===== config.mk =====
export PLATFORM = sky130hd
export DESIGN_NAME = fspf_top
export DESIGN_NICKNAME = d
export VERILOG_FILES = /design/src/core/fspf_pkg.sv /design/src/core/fspf_top.sv
export SDC_FILE = /design/constraint.sdc
export NUM_CORES = 1
export LEC_CHECK = 0
export BUFFER_PORTS_ARGS = -buffer_cell sky130_fd_sc_hd__buf_2
export CAP_MARGIN = 20
export CORE_MARGIN = 8
export CORE_UTILIZATION = 42
export CTS_BUF_LIST = sky130_fd_sc_hd__clkbuf_8
export CTS_CLUSTER_DIAMETER = 100
export DETAILED_ROUTE_END_ITERATION = 8
export PLACE_DENSITY = 0.63
export SLEW_MARGIN = 20
export SYNTH_ARGS = -nofsm -noshare
export SYNTH_HDL_FRONTEND = slang
export SYNTH_SLANG_ARGS = --single-unit
export TNS_END_PERCENT = 100

===== constraint.sdc =====
create_clock -name pclk -period 4.47 [get_ports pclk]
set_input_delay 0.6705 -clock pclk [delete_from_list [all_inputs] [get_ports pclk]]
set_output_delay 0.6705 -clock pclk [all_outputs]
set_load 0.02 [all_outputs]

===== src/core/fspf_pkg.sv =====
// Shared constants for the FIFO serial port block
package fspf_pkg;
  localparam int          DATA_W       = 32;
  localparam int          ADDR_W       = 8;
  // Register byte addresses
  localparam logic [7:0]  TXDATA_ADDR  = 8'h00;
  localparam logic [7:0]  RXDATA_ADDR  = 8'h04;
  localparam logic [7:0]  STATUS_ADDR  = 8'h08;
  localparam logic [7:0]  FIFOCTL_ADDR = 8'h0c;
  localparam logic [7:0]  CTRL_ADDR    = 8'h10;
  localparam logic [7:0]  PORT_ADDR    = 8'h14;
  localparam logic [7:0]  COUNT_ADDR   = 8'h18;
  localparam logic [7:0]  BAUD_ADDR    = 8'h1c;
  // Control register bits
  localparam int          CTRL_TE      = 0;
  localparam int          CTRL_RE      = 1;
  localparam int          CTRL_RIE     = 2;
  localparam int          CTRL_RECEIVE_ERROR_INTERRUPT_ENABLE    = 3;
  localparam int          CTRL_PEN     = 4;
  localparam int          CTRL_PODD    = 5;
  // FIFO control fields
  localparam int          TTRG_LSB     = 4;
  localparam int          RTRG_LSB     = 6;
  // Serial port register bits
  localparam int          PORT_TX_PIN_LEVEL_BIT   = 0;
  localparam int          PORT_TX_PIN_DIRECTION_BIT   = 1;
  localparam int          PORT_REQUEST_SEND_LEVEL_BIT   = 2;
  localparam int          PORT_REQUEST_SEND_DIRECTION_BIT   = 3;
  // Status register bits
  localparam int          ST_TX_FIFO_EMPTY_FLAG      = 0;
  localparam int          ST_RDF       = 1;
  localparam int          ST_FER       = 2;
  localparam int          ST_PER       = 3;
  localparam int          ST_BRK       = 4;
  localparam int          ST_OVERRUN_FLAG      = 5;
  localparam int          ST_RXPIN     = 6;
  localparam int          ST_TXBUSY    = 7;
  // Received word layout
  localparam int          RXW_FER      = 8;
  localparam int          RXW_PER      = 9;
  // Reset values
  localparam logic [7:0]  CTRL_RST     = 8'h00;
  localparam logic [7:0]  FCTL_RST     = 8'h00;
  localparam logic [3:0]  PORT_RST     = 4'h0;
  localparam logic [7:0]  BAUD_RST     = 8'h00;
  // Oversampling: 16 base ticks per bit, data latched on the 8th
  localparam int          OVERSAMPLE   = 16;
  localparam logic [3:0]  SAMPLE_TICK  = 4'h7;
  localparam logic [3:0]  LAST_TICK    = 4'(OVERSAMPLE - 1);
  localparam logic [2:0]  LAST_BIT     = 3'h7;
  // Trigger levels indexed by the two trigger bits
  localparam logic [7:0]  TTRG_LVL [4] = '{8'h01, 8'h02, 8'h04, 8'h08};
  localparam logic [7:0]  RTRG_LVL [4] = '{8'h0e, 8'h08, 8'h04, 8'h01};
  typedef enum logic [2:0] {TX_IDLE, TX_START, TX_DATA, TX_PAR, TX_STOP} fspf_tx_t;
  typedef enum logic [2:0] {RX_IDLE, RX_START, RX_DATA, RX_PAR, RX_STOP} fspf_rx_t;
endpackage


===== src/core/fspf_top.sv =====
// FIFO serial port: APB registers, 16-byte FIFOs, 16x async engine
//
// Decided for this implementation: the APB interface to the registers and the register addresses.
`timescale 1ns/1ps
module fspf_top #(
  parameter int DEPTH = 16,
  parameter int AW    = $clog2(DEPTH)
) (
  input  wire logic        pclk,
  input  wire logic        presetn,
  input  wire logic        psel,
  input  wire logic        penable,
  input  wire logic        pwrite,
  input  wire logic [7:0]  paddr,
  input  wire logic [31:0] pwdata,
  output logic      [31:0] prdata,
  output logic             pready,
  output logic             pslverr,
  input  wire logic        rxd_i,
  output logic             txd_o,
  output logic             txd_oe,
  output logic             rts_o,
  output logic             rts_oe,
  output logic             break_irq_o
);
  localparam logic [7:0] DEPTH8 = 8'(DEPTH);

  logic [7:0]  ctrl_q, fctl_q, baud_q, bcnt_q;
  logic [3:0]  port_q;
  logic        pready_q, pslverr_q, txd_q, txd_oe_q, rts_q, rts_oe_q, bri_q;
  logic [31:0] prdata_q;
  logic        tx_fifo_empty_flag_q, rdf_q, brk_q, overrun_flag_q, brk_act_q;
  logic [7:0]  tx_mem [DEPTH];
  logic [9:0]  rx_mem [DEPTH];
  logic [AW-1:0] tx_wp_q, tx_rp_q, rx_wp_q, rx_rp_q;
  logic [7:0]  tx_cnt_q, rx_cnt_q, fer_n_q, per_n_q;
  fspf_pkg::fspf_tx_t tx_st_q;
  fspf_pkg::fspf_rx_t rx_st_q;
  logic [3:0]  tx_tcnt_q, rx_tcnt_q;
  logic [2:0]  tx_bit_q, rx_bit_q;
  logic [7:0]  tx_sh_q, rx_sh_q;
  logic        tx_line_q, rx_prev_q, rx_par_q;

  wire te    = ctrl_q[fspf_pkg::CTRL_TE];
  wire re    = ctrl_q[fspf_pkg::CTRL_RE];
  wire pen   = ctrl_q[fspf_pkg::CTRL_PEN];
  wire podd  = ctrl_q[fspf_pkg::CTRL_PODD];
  wire [7:0] ttrg = fspf_pkg::TTRG_LVL[fctl_q[fspf_pkg::TTRG_LSB +: 2]];
  wire [7:0] rtrg = fspf_pkg::RTRG_LVL[fctl_q[fspf_pkg::RTRG_LSB +: 2]];

  // APB: no wait states; read data is captured into a flop during the setup phase
  wire setup  = psel & ~penable;
  wire acc    = psel & penable & pready_q;
  wire wr     = acc & pwrite & ~pslverr_q;
  wire rd     = acc & ~pwrite & ~pslverr_q;
  wire mapped = paddr inside {fspf_pkg::TXDATA_ADDR, fspf_pkg::RXDATA_ADDR,
                              fspf_pkg::STATUS_ADDR, fspf_pkg::FIFOCTL_ADDR,
                              fspf_pkg::CTRL_ADDR, fspf_pkg::PORT_ADDR,
                              fspf_pkg::COUNT_ADDR, fspf_pkg::BAUD_ADDR};
  wire st_wr  = wr && paddr == fspf_pkg::STATUS_ADDR;

  logic [7:0] status;
  always_comb begin
    status = 8'h00;
    status[fspf_pkg::ST_TX_FIFO_EMPTY_FLAG]   = tx_fifo_empty_flag_q;
    status[fspf_pkg::ST_RDF]    = rdf_q;
    status[fspf_pkg::ST_FER]    = (fer_n_q != 8'h00) | brk_q;
    status[fspf_pkg::ST_PER]    = per_n_q != 8'h00;
    status[fspf_pkg::ST_BRK]    = brk_q;
    status[fspf_pkg::ST_OVERRUN_FLAG]   = overrun_flag_q;
    status[fspf_pkg::ST_RXPIN]  = rxd_i;
    status[fspf_pkg::ST_TXBUSY] = tx_st_q != fspf_pkg::TX_IDLE;
  end

  always_ff @(posedge pclk or negedge presetn) begin
    if (!presetn) begin
      pready_q  <= 1'b0;
      pslverr_q <= 1'b0;
      prdata_q  <= 32'h0000_0000;
    end else begin
      pready_q  <= setup;
      pslverr_q <= setup & ~mapped;
      if (setup) begin
        case (paddr)
          fspf_pkg::RXDATA_ADDR:  prdata_q <= {22'h00_0000, rx_mem[rx_rp_q]};
          fspf_pkg::STATUS_ADDR:  prdata_q <= {24'h00_0000, status};
          fspf_pkg::FIFOCTL_ADDR: prdata_q <= {24'h00_0000, fctl_q};
          fspf_pkg::CTRL_ADDR:    prdata_q <= {24'h00_0000, ctrl_q};
          fspf_pkg::PORT_ADDR:    prdata_q <= {28'h000_0000, port_q};
          fspf_pkg::COUNT_ADDR:   prdata_q <= {16'h0000, tx_cnt_q, rx_cnt_q};
          fspf_pkg::BAUD_ADDR:    prdata_q <= {24'h00_0000, baud_q};
          default:                prdata_q <= 32'h0000_0000;
        endcase
      end
    end
  end

  always_ff @(posedge pclk or negedge presetn) begin
    if (!presetn) begin
      ctrl_q <= fspf_pkg::CTRL_RST;
      fctl_q <= fspf_pkg::FCTL_RST;
      port_q <= fspf_pkg::PORT_RST;
      baud_q <= fspf_pkg::BAUD_RST;
    end else if (wr) begin
      case (paddr)
        fspf_pkg::CTRL_ADDR:    ctrl_q <= pwdata[7:0];
        fspf_pkg::FIFOCTL_ADDR: fctl_q <= pwdata[7:0];
        fspf_pkg::PORT_ADDR:    port_q <= pwdata[3:0];
        fspf_pkg::BAUD_ADDR:    baud_q <= pwdata[7:0];
        default:                ;
      endcase
    end
  end
  // Base tick at 16x bit rate, divided down from pclk
  wire tick = bcnt_q == baud_q;
  always_ff @(posedge pclk or negedge presetn) begin
    if (!presetn) bcnt_q <= 8'h00;
    else          bcnt_q <= tick ? 8'h00 : bcnt_q + 8'h01;
  end
  // Transmit FIFO; writes to a full FIFO are dropped
  wire tx_push = wr && paddr == fspf_pkg::TXDATA_ADDR && tx_cnt_q < DEPTH8;
  wire tx_pop  = te && tx_st_q == fspf_pkg::TX_IDLE && tx_cnt_q != 8'h00;
  always_ff @(posedge pclk) begin
    if (tx_push) tx_mem[tx_wp_q] <= pwdata[7:0];
  end
  always_ff @(posedge pclk or negedge presetn) begin
    if (!presetn) begin
      tx_wp_q  <= '0;
      tx_rp_q  <= '0;
      tx_cnt_q <= 8'h00;
    end else begin
      if (tx_push) tx_wp_q <= tx_wp_q + 1'b1;
      if (tx_pop)  tx_rp_q <= tx_rp_q + 1'b1;
      tx_cnt_q <= tx_cnt_q + 8'(tx_push) - 8'(tx_pop);
    end
  end
  // Transmitter; dropping enable aborts any frame on the spot
  wire tx_end = tick && tx_tcnt_q == fspf_pkg::LAST_TICK;
  always_ff @(posedge pclk or negedge presetn) begin
    if (!presetn) begin
      tx_st_q   <= fspf_pkg::TX_IDLE;
      tx_line_q <= 1'b1;
      tx_tcnt_q <= 4'h0;
      tx_bit_q  <= 3'h0;
      tx_sh_q   <= 8'h00;
    end else if (!te) begin
      tx_st_q   <= fspf_pkg::TX_IDLE;
      tx_line_q <= 1'b1;
      tx_tcnt_q <= 4'h0;
    end else begin
      tx_tcnt_q <= tx_tcnt_q + 4'(tick);
      case (tx_st_q)
        fspf_pkg::TX_IDLE: begin
          if (tx_pop) begin
            tx_sh_q   <= tx_mem[tx_rp_q];
            tx_line_q <= 1'b0;
            tx_tcnt_q <= 4'h0;
            tx_st_q   <= fspf_pkg::TX_START;
          end
        end
        fspf_pkg::TX_START: begin
          if (tx_end) begin
            tx_line_q <= tx_sh_q[0];
            tx_bit_q  <= 3'h0;
            tx_st_q   <= fspf_pkg::TX_DATA;
          end
        end
        fspf_pkg::TX_DATA: begin
          if (tx_end) begin
            tx_bit_q <= tx_bit_q + 3'h1;
            tx_sh_q  <= {tx_sh_q[0], tx_sh_q[7:1]};
            if (tx_bit_q == fspf_pkg::LAST_BIT) begin
              tx_line_q <= pen ? (^tx_sh_q) ^ podd : 1'b1;
              tx_st_q   <= pen ? fspf_pkg::TX_PAR : fspf_pkg::TX_STOP;
            end else begin
              tx_line_q <= tx_sh_q[1];
            end
          end
        end
        fspf_pkg::TX_PAR: begin
          if (tx_end) begin
            tx_line_q <= 1'b1;
            tx_st_q   <= fspf_pkg::TX_STOP;
          end
        end
        fspf_pkg::TX_STOP: begin
          if (tx_end) tx_st_q <= fspf_pkg::TX_IDLE;
        end
        default: tx_st_q <= fspf_pkg::TX_IDLE;
      endcase
    end
  end
  // Receiver: edge found on a tick, bits latched on the 8th tick after
  wire rx_smp  = tick && rx_tcnt_q == fspf_pkg::SAMPLE_TICK;
  wire rx_fend = rx_st_q == fspf_pkg::RX_STOP && rx_smp;
  wire rx_ferr = ~rxd_i;
  wire rx_brkf = rx_fend && rx_ferr && rx_sh_q == 8'h00 && !rx_par_q;
  wire rx_perr = pen && (rx_par_q != ((^rx_sh_q) ^ podd));
  wire rx_full = rx_cnt_q == DEPTH8;
  wire rx_push = rx_fend && !rx_brkf && !brk_act_q && !rx_full;
  wire rx_pop  = rd && paddr == fspf_pkg::RXDATA_ADDR && rx_cnt_q != 8'h00;
  always_ff @(posedge pclk or negedge presetn) begin
    if (!presetn) begin
      rx_st_q   <= fspf_pkg::RX_IDLE;
      rx_prev_q <= 1'b1;
      rx_tcnt_q <= 4'h0;
      rx_bit_q  <= 3'h0;
      rx_sh_q   <= 8'h00;
      rx_par_q  <= 1'b0;
    end else begin
      if (tick) rx_prev_q <= rxd_i;
      rx_tcnt_q <= rx_tcnt_q + 4'(tick);
      case (rx_st_q)
        fspf_pkg::RX_IDLE: begin
          rx_tcnt_q <= 4'h0;
          rx_par_q  <= 1'b0;
          if (re && tick && rx_prev_q && !rxd_i) rx_st_q <= fspf_pkg::RX_START;
        end
        fspf_pkg::RX_START: begin
          if (rx_smp) begin
            rx_bit_q <= 3'h0;
            rx_st_q  <= rxd_i ? fspf_pkg::RX_IDLE : fspf_pkg::RX_DATA;
          end
        end
        fspf_pkg::RX_DATA: begin
          if (rx_smp) begin
            rx_sh_q  <= {rxd_i, rx_sh_q[7:1]};
            rx_bit_q <= rx_bit_q + 3'h1;
            if (rx_bit_q == fspf_pkg::LAST_BIT)
              rx_st_q <= pen ? fspf_pkg::RX_PAR : fspf_pkg::RX_STOP;
          end
        end
        fspf_pkg::RX_PAR: begin
          if (rx_smp) begin
            rx_par_q <= rxd_i;
            rx_st_q  <= fspf_pkg::RX_STOP;
          end
        end
        fspf_pkg::RX_STOP: begin
          if (rx_smp) rx_st_q <= fspf_pkg::RX_IDLE;
        end
        default: rx_st_q <= fspf_pkg::RX_IDLE;
      endcase
    end
  end
  // Receive FIFO; each word carries its own error bits
  wire [9:0] rx_head = rx_mem[rx_rp_q];
  always_ff @(posedge pclk) begin
    if (rx_push) rx_mem[rx_wp_q] <= {rx_perr, rx_ferr, rx_sh_q};
  end
  always_ff @(posedge pclk or negedge presetn) begin
    if (!presetn) begin
      rx_wp_q  <= '0;
      rx_rp_q  <= '0;
      rx_cnt_q <= 8'h00;
      fer_n_q  <= 8'h00;
      per_n_q  <= 8'h00;
    end else begin
      if (rx_push) rx_wp_q <= rx_wp_q + 1'b1;
      if (rx_pop)  rx_rp_q <= rx_rp_q + 1'b1;
      rx_cnt_q <= rx_cnt_q + 8'(rx_push) - 8'(rx_pop);
      // Error flags count faulty words still queued, so a read clears them
      fer_n_q <= fer_n_q + 8'(rx_push & rx_ferr)
               - 8'(rx_pop & rx_head[fspf_pkg::RXW_FER]);
      per_n_q <= per_n_q + 8'(rx_push & rx_perr)
               - 8'(rx_pop & rx_head[fspf_pkg::RXW_PER]);
    end
  end
  // Status flags: hardware set wins over a software clear in the same cycle
  wire clr_tx_fifo_empty_flag = st_wr && !pwdata[fspf_pkg::ST_TX_FIFO_EMPTY_FLAG];
  wire clr_rdf  = st_wr && !pwdata[fspf_pkg::ST_RDF];
  wire clr_brk  = st_wr && !pwdata[fspf_pkg::ST_BRK];
  wire clr_overrun_flag = st_wr && !pwdata[fspf_pkg::ST_OVERRUN_FLAG];
  always_ff @(posedge pclk or negedge presetn) begin
    if (!presetn) begin
      tx_fifo_empty_flag_q    <= 1'b0;
      rdf_q     <= 1'b0;
      brk_q     <= 1'b0;
      overrun_flag_q    <= 1'b0;
      brk_act_q <= 1'b0;
    end else begin
      tx_fifo_empty_flag_q    <= (tx_cnt_q < ttrg)
                 | (tx_fifo_empty_flag_q & ~clr_tx_fifo_empty_flag)
                 | (tx_fifo_empty_flag_q & clr_tx_fifo_empty_flag & tx_cnt_q <= ttrg);
      rdf_q     <= (rx_cnt_q >= rtrg) | (rdf_q & ~clr_rdf);
      brk_q     <= rx_brkf | (brk_q & ~clr_brk);
      overrun_flag_q    <= (rx_fend && !rx_brkf && !brk_act_q && rx_full)
                 | (overrun_flag_q & ~clr_overrun_flag);
      // Break ends only when the line returns to mark
      brk_act_q <= rx_brkf | (brk_act_q & ~rxd_i);
    end
  end

  // Pins: transmitter owns the pin only while enabled
  always_ff @(posedge pclk or negedge presetn) begin
    if (!presetn) begin
      txd_q    <= 1'b1;
      txd_oe_q <= 1'b0;
      rts_q    <= 1'b1;
      rts_oe_q <= 1'b0;
      bri_q    <= 1'b0;
    end else begin
      txd_q    <= te ? tx_line_q : port_q[fspf_pkg::PORT_TX_PIN_LEVEL_BIT];
      txd_oe_q <= te | port_q[fspf_pkg::PORT_TX_PIN_DIRECTION_BIT];
      rts_q    <= port_q[fspf_pkg::PORT_REQUEST_SEND_LEVEL_BIT];
      rts_oe_q <= port_q[fspf_pkg::PORT_REQUEST_SEND_DIRECTION_BIT];
      bri_q    <= (brk_q | overrun_flag_q)
                & (ctrl_q[fspf_pkg::CTRL_RIE] | ctrl_q[fspf_pkg::CTRL_RECEIVE_ERROR_INTERRUPT_ENABLE]);
    end
  end
  assign prdata      = prdata_q;
  assign pready      = pready_q;
  assign pslverr     = pslverr_q;
  assign txd_o       = txd_q;
  assign txd_oe      = txd_oe_q;
  assign rts_o       = rts_q;
  assign rts_oe      = rts_oe_q;
  assign break_irq_o = bri_q;
endmodule


==> key figures, run 1 <==
Pwr
  • Pwr Total: 0.0102 W
  • Reg power frac: 0.480
  • Logic pwr share: 0.187
  • Internal power consumption: 0.00730 W
  • Clk pwr share: 0.333
  • VDD IR max: 0.302 mV
  • LEAKAGE: 8.32 nW
  • Pwr/cell area: 463 nW/um^2
  • Sw Share: 0.284
  • Switch Pwr: 0.00289 W

Setup path
  • FF-to-FF End: tx_cnt_q[6]$_DFF_PN0_
  • Worst R2R Setup Slack: 0.67 ns
  • Crit end category: flip-flop
  • Worst flop-to-flop path startpoint: tx_cnt_q[5]$_DFF_PN0_
  • R2r worst-path depth: 19
  • Worst EP arrival: 4.32 ns
  • Worst setup path class: reg -> reg
  • Crit path max fanout: 4
  • Startpoint Class: flip-flop
  • Required time worst endpoint: 4.99 ns

STA
  • Setup TNS: 0 ns
  • Final Skew: 0.0206 ns
  • Final setup vio count: 0
  • Crit share post-route: 0.851
  • Relative slew slack: 0.376
  • Max-slew violation count: 0
  • Period minus WS final: 3.80 ns
  • Worst Max-Slew Pin Slew: 0.936 ns
  • RSZ-0062 raised after global routing: no
  • Fmax: 263 MHz
  • Post-route worst setup slack: 0.668 ns
  • Final hold vios: 0

Detailed routing
  • Wire length per cell: 21.4 um
  • DRC: 0
  • Drt pass-1 iters: 5
  • Routed WL: 44100 um
  • DR iter-0 viols: 954
  • Routed Antenna Nets: 0
  • Vias: 11.1k
  • Mean number of vias per cell: 5.40

Clock tree
  • Reg clk slew, reported paths: 0.07 ns
  • Number of CTS-inserted buffers: 72
  • Postcts setup bufs: 0
  • Worst skew pair latency: 0.64 ns
  • CTS tree: built
  • H-tree levels: 3
  • Max Buffers Root-to-Sink: 3
  • Root buffer cell: clkbuf_8
  • Post-CTS Resized: 0
  • Hold buffers post-CTS: 0
  • CTS sink count: 439

Logic synthesis
  • Asr flop ratio synth: 0.344
  • Post-synth EDFFs: 288
  • Post-synthesis area per instance: 15.3 sq um
  • Synthesized cell area: 19600 sq um
  • Yosys reg bits: 439
  • Top_reg_cell synth: edfxtp_1
  • Post-synth cell types: 74
  • Sequential area share after synthesis: 0.633
  • Ys Warns: 0
  • Syn Inst Count: 1281

Die
  • Floorplan core area: 46400 sq um
  • Die ar.: 53900 sq um
  • Die height: 232 um
  • Initial core utilization: 0.423
  • Row Count: 79
  • IO Pins: 85
  • Chip width: 232 um

Placement
  • Dpl cells: 1923
  • Gpl congestion: 0.869
  • DP Worst Slack: 0.561 ns
  • Port Buf Inserts: 44
  • Dpl hpwl: 29800 um

Final layout
  • Layout cells sized above 1: 0.222
  • Area Growth Syn to Fin: 12.2%
  • Final non-filler cell total: 2058
  • Most common cell after layout, fill and taps aside: edfxtp_1
  • Most frequent cells in the layout: edfxtp_1 (288), dfrtp_1 (144), inv_1 (94), mux4_2 (88), clkbuf_8 (80)
  • Number of nets in the layout: 1519
  • # fillers: 4003

GRT
  • Initial antenna violation count: 1
  • Vias in the first global route: 11.6k
  • First-pass GRT wire length: 68300 um
  • Total track usage: 0.166
  • Largest net degree at the start of global routing: 92
  • Grt total ovfl: 0

Job
  • Max cap viols: 0

Outcome
  • Outcome: complete, no violations

Worst hold path
  • HP Class: in -> async
[layout make-up]
cell class,instances,area (sq um),area share
Timing Repair Buffer,79,489,0.0222
Tap cell,607,759,0.0345
Antenna cell,1,2.50,0.000114
Multi-Input combinational cell,722,6650,0.302
Sequential cell,439,12400,0.565
Inverter,77,289,0.0131
Clock inverter,53,295,0.0134
Clock buffer,80,1100,0.0500
[cells in the mapped netlist (all sizes together) (3+ instances only)]
library cell	instances	area (sq um)
o221ai	3	26.3
o22ai	14	87.6
fa	4	80.1
a21oi	35	175
edfxtp	288	8650
nor2	75	284
a21o	5	37.5
nand4	10	62.6
nor2b	9	56.3
or2	5	31.3
nor3	16	90.1
nand4b	3	26.3
a21boi	4	33.8
o21ai	41	205
a22o	15	131
a31oi	3	18.8
nand3	20	100
o21bai	3	22.5
nand2b	12	75.1
and4b	3	30.0
and3	20	125
mux2i	12	120
buf	37	239
and2	23	144
a221oi	4	35.0
nor4	4	55.1
o21a	3	22.5
nand2	50	188
a22oi	8	60.1
dfstp	4	105
o31a	3	26.3
clkbuf	21	78.8
xnor2	44	385
ha	78	976
mux4	88	1980
mux2	36	405
dfrtp	147	3680
xor2	21	184
o211ai	3	22.5
or3	6	42.5
inv	77	289
[power by group through the flow]
stage	clock [W]	sequential [W]	combinational [W]
after floorplan	0	0.00493	0.00141
after global placement	0	0.00496	0.00186
after detailed placement	0	0.00497	0.00192
after CTS	0.00349	0.00489	0.00193
after global routing	0.00366	0.00492	0.00217
final	0.00340	0.00489	0.00191
[per-stage QoR]
| stage | hold WS (ns) | instance area, sq um | util |
|---|---|---|---|
| after floorplan | 0.370 | 19700 | - |
| after global placement | 0.447 | 20600 | 0.445 |
| after detailed placement | 0.446 | 20600 | 0.445 |
| after CTS | 0.146 | 22000 | 0.475 |
| after global routing | 0.184 | 22000 | 0.475 |
| final | 0.137 | 22000 | 0.475 |
[metal layers]
layer,up-vias,part of all wire,GRT usage
li1,5046,-,-
met1,5691,0.44,0.224
met2,304,0.48,0.263
met3,74,0.059,0.0391
met4,0,0.024,0.0561
met5,-,0,0
[state kept, by name, indices dropped and copies added, names as in the netlist, 8 cells and up]
signal    cells
baud_q        8
bcnt_q        8
ctrl_q        8
fctl_q        8
fer_n_q       8
per_n_q       8
prdata       16
rx_cnt_q      8
rx_mem      160
rx_sh_q       8
tx_cnt_q      8
tx_mem      128
tx_sh_q       8
[cell families (layout without fill, tap and decap cells)]
kind of cell	after synthesis	in the layout	share of synthesized area
AND/OR/NAND/NOR	264	264	0.0707
other	1	17	0.000191
AO/OA/AOI/OAI	158	158	0.0531
adder cells (fa/ha/maj)	82	82	0.0538
flip-flops	439	439	0.633
XOR/XNOR	66	66	0.0302
multiplexers	136	136	0.128
buffers and inverters	135	289	0.0309
[worst max path at each step]
stage / from / endpoint / slack (ns) / cells after the start
after floorplan: paddr[1] / fer_n_q[6]$_DFF_PN0_ / 0.90 / 18
after global placement: paddr[5] / fer_n_q[6]$_DFF_PN0_ / 0.54 / 19
after detailed placement: paddr[5] / fer_n_q[6]$_DFF_PN0_ / 0.56 / 19
after CTS: rx_rp_q[0]$_DFFE_PN0P_ / per_n_q[7]$_DFF_PN0_ / 0.58 / 14
after global routing: bcnt_q[1]$_DFF_PN0_ / rx_cnt_q[6]$_DFF_PN0_ / 0.34 / 17
final: tx_cnt_q[5]$_DFF_PN0_ / tx_cnt_q[6]$_DFF_PN0_ / 0.67 / 19
[critical path, cell delays in order (launching register included)]
cell and delay, ns:
dfrtp_1 0.41, inv_1 0.12, ha_1 0.20, nand2_1 0.08
nor4b_1 0.35, buf_4 0.22, a211oi_2 0.08, o21ai_1 0.29
inv_2 0.13, ha_1 0.31, inv_1 0.07, ha_1 0.16
inv_1 0.06, fa_1 0.42, nand2b_1 0.16, a21oi_1 0.17
o21ai_0 0.10, a21oi_1 0.16, nor2_1 0.06, xnor2_1 0.12
(Power assumes the default switching activity.)
==> run 2: changes to the inputs <==
Settings changed: ABC_AREA set to 1, PLACE_DENSITY 0.63 to unset.
==> key figures, run 2 <==
Outcome
  • Outcome: complete, no violations

Placement
  • Dpl hpwl: 31800 um (+6.8%)
  • Dpl cells: 2523 (+31%)
  • Port Buf Inserts: 44 (unchanged)
  • Gpl congestion: 0.889 (+2.4%)

Detailed routing
  • Vias: 14.0k (+26%)
  • DRC: 0 (unchanged)
  • Drt pass-1 iters: 5 (unchanged)
  • Routed Antenna Nets: 0 (unchanged)
  • Mean number of vias per cell: 5.25 (-2.7%)
  • Routed WL: 48900 um (+11%)
  • DR iter-0 viols: 1143 (+20%)
  • Wire length per cell: 18.4 um (-14%)

GRT
  • First-pass GRT wire length: 76200 um (+12%)
  • Total track usage: 0.179 (+0.0130)
  • Largest net degree at the start of global routing: 96 (+4.3%)
  • Initial antenna violation count: 3 (+2)
  • Grt total ovfl: 0 (unchanged)
  • Vias in the first global route: 13.8k (+18%)

Logic synthesis
  • Syn Inst Count: 1885 (+47%)
  • Synthesized cell area: 20000 sq um (+2.1%)
  • Sequential area share after synthesis: 0.620 (-0.0132)
  • Leading area contributor after synthesis: edfxtp_1
  • Top cell type's share of synthesized area: 0.431 (-0.00921)
  • Post-synth cell types: 51 (-31%)
  • Top_reg_cell synth: edfxtp_1
  • Count leader, synth: nand2_1
  • Yosys reg bits: 439 (unchanged)
  • Ys Warns: 0 (unchanged)
  • Asr flop ratio synth: 0.344 (unchanged)
  • Synth top cells by count: nand2_1 (318), edfxtp_1 (288), nor2_1 (215), inv_1 (179), o21ai_0 (157)
  • Post-synth EDFFs: 288 (unchanged)
  • Post-synthesis area per instance: 10.6 sq um (-31%)
  • Synth area leaders: edfxtp_1 (43%), dfrtp_1 (18%), nand2_1 (6.0%)

Setup path
  • Worst EP arrival: 4.36 ns (+0.04 ns)
  • Crit path max fanout: 18 (+14)
  • Worst setup path class: reg -> reg
  • Crit end category: flip-flop
  • Required time worst endpoint: 5.00 ns (about the same)
  • Startpoint Class: flip-flop

Die
  • IO Pins: 85 (unchanged)
  • Chip width: 234 um (+0.99%)
  • Row Count: 80 (+1.3%)
  • Initial core utilization: 0.423 (-0.000868)
  • Die ar.: 55000 sq um (+2.0%)
  • Die height: 234 um (+0.99%)
  • Floorplan core area: 47400 sq um (+2.3%)

STA
  • Fmax: 261 MHz (-0.82%)
  • Crit share post-route: 0.858 (+0.00705)
  • Period minus WS final: 3.83 ns (+0.0315 ns)
  • Final setup vio count: 0 (unchanged)
  • Setup TNS: 0 ns (unchanged)
  • RSZ-0062 raised after global routing: no
  • Final Skew: 0.0300 ns (+0.00938 ns)
  • Worst Max-Slew Pin Slew: 0.899 ns (-0.0368 ns)
  • Final hold vios: 0 (unchanged)
  • Relative slew slack: 0.400 (+0.0246)
  • Max-slew violation count: 0 (unchanged)

Final layout
  • Most frequent cells in the layout: nand2_1 (318), edfxtp_1 (288), inv_1 (217), nor2_1 (215), o21ai_0 (157)
  • Multi-input logic area: 6580 sq um (-1.0%)
  • Layout cells sized above 1: 0.0999 (-0.122)
  • # fillers: 4414 (+10%)
  • Most flops, register: rx_mem
  • Register area: 12400 sq um (about the same)
  • Area Growth Syn to Fin: 11.7%
  • Max FFs per register: 160 (unchanged)
  • Final non-filler cell total: 2660 (+29%)
  • Number of nets in the layout: 2112 (+39%)
  • Most common cell after layout, fill and taps aside: nand2_1

Clock tree
  • CTS tree: built
  • Worst skew pair latency: 0.65 ns (about the same)
  • Number of CTS-inserted buffers: 74 (+2.8%)
  • Root buffer cell: clkbuf_8
  • CTS sink count: 439 (unchanged)
  • Max Buffers Root-to-Sink: 3 (unchanged)
  • H-tree levels: 3 (unchanged)
  • Postcts setup bufs: 0 (unchanged)
  • Hold buffers post-CTS: 0 (unchanged)
  • Reg clk slew, reported paths: 0.06 ns (about the same)
  • Post-CTS Resized: 0 (unchanged)

Pwr
  • Pwr/cell area: 433 nW/um^2 (-6.6%)
  • LEAKAGE: 9.25 nW (+11%)
  • VDD IR max: 0.211 mV (-30%)

Worst hold path
  • HP Class: in -> async

Job
  • Max cap viols: 0 (unchanged)
[run 2: changes by cell type after synthesis, sizes merged, moves of 44 or more]
| cell | delta |
|---|---|
| inv | +107 |
| nand2 | +274 |
| nand3 | +97 |
| o211ai | +44 |
| o21ai | +121 |
| mux4 | -88 |
| nor2 | +146 |
[run 2: path summary, 6_finish.rpt]
kind | slack, ns | cells past startpoint | end | start
max | 0.64 | 18 | fer_n_q[6]$_DFF_PN0_ | rx_sh_q[2]$_DFFE_PN0P_
max reg2reg | 0.64 | 18 | fer_n_q[6]$_DFF_PN0_ | rx_sh_q[2]$_DFFE_PN0P_
min in group pclk | 0.29 | 2 | pready$_DFF_PN0_ | penable
min reg2reg | 0.43 | 0 | rts_o$_DFF_PN1_ | port_q[2]$_DFFE_PN0P_
max in group asynchronous | 3.36 | 2 | prdata[7]$_DFFE_PN0P_ | presetn
min | 0.11 | 1 | tx_cnt_q[5]$_DFF_PN0_ | presetn
[run 2: final cells by class]
type,instances,area share
clock inverters,53,0.0102
well taps,615,0.0344
multi-input cells,1195,0.294
repair buffers,86,0.0242
inverters,188,0.0315
flip-flops and latches,439,0.555
clock buffers,82,0.0504
diodes,2,0.000224
[run 2: kinds of logic after synthesis]
family | Yosys count | share of synthesized area
xor gates and xnor gates | 45 | 0.0200
DFF | 439 | 0.620
and+or+nand+nor | 693 | 0.145
other | 1 | 0.000187
buffers and inverters | 266 | 0.0545
adders and majority gates | 82 | 0.0527
AOI/OAI and AO/OA | 358 | 0.107
muxes | 1 | 0.000499
[run 2: worst max-delay path: stages, from the launching register on]
cell	delay (ns)
dfrtp_1	0.69
inv_1	0.11
ha_1	0.22
nand2_1	0.10
nor2_1	0.08
a31oi_1	0.22
nand4_4	0.15
nor2_4	0.31
nand2_1	0.10
ha_1	0.30
inv_1	0.06
ha_1	0.16
inv_1	0.06
fa_1	0.43
o21ai_0	0.33
a21oi_1	0.11
nor2_1	0.10
nor2_1	0.05
xor2_1	0.14
[run 2: where the power goes]
part	total [W]	internal [W]	switching, W
clock network	0.00329	0.00169	0.00160
logic	0.00175	0.000644	0.00110
registers	0.00465	0.00453	0.000121
total	0.00968	0.00686	0.00283
[run 2: stage by stage]
step	utilization	hold WS [ns]	total power, W	area [sq um]	setup WS [ns]
after CTS	0.472	0.113	0.00979	22400	0.613
after global placement	0.443	0.427	0.00640	21000	0.682
after detailed placement	0.443	0.425	0.00647	21000	0.612
after global routing	0.472	0.167	0.0102	22400	0.326
final	0.472	0.110	0.00968	22400	0.637
after floorplan	-	0.374	0.00606	20100	1.22
[run 2: routing by layer]
metal,part of all wire,up-vias,wire [um],global-route usage
li1,-,6671,-,-
met1,0.44,6793,21400,0.233
met2,0.47,406,23100,0.292
met3,0.059,100,2890,0.0334
met4,0.031,2,1540,0.0764
met5,0.00027,-,13,0
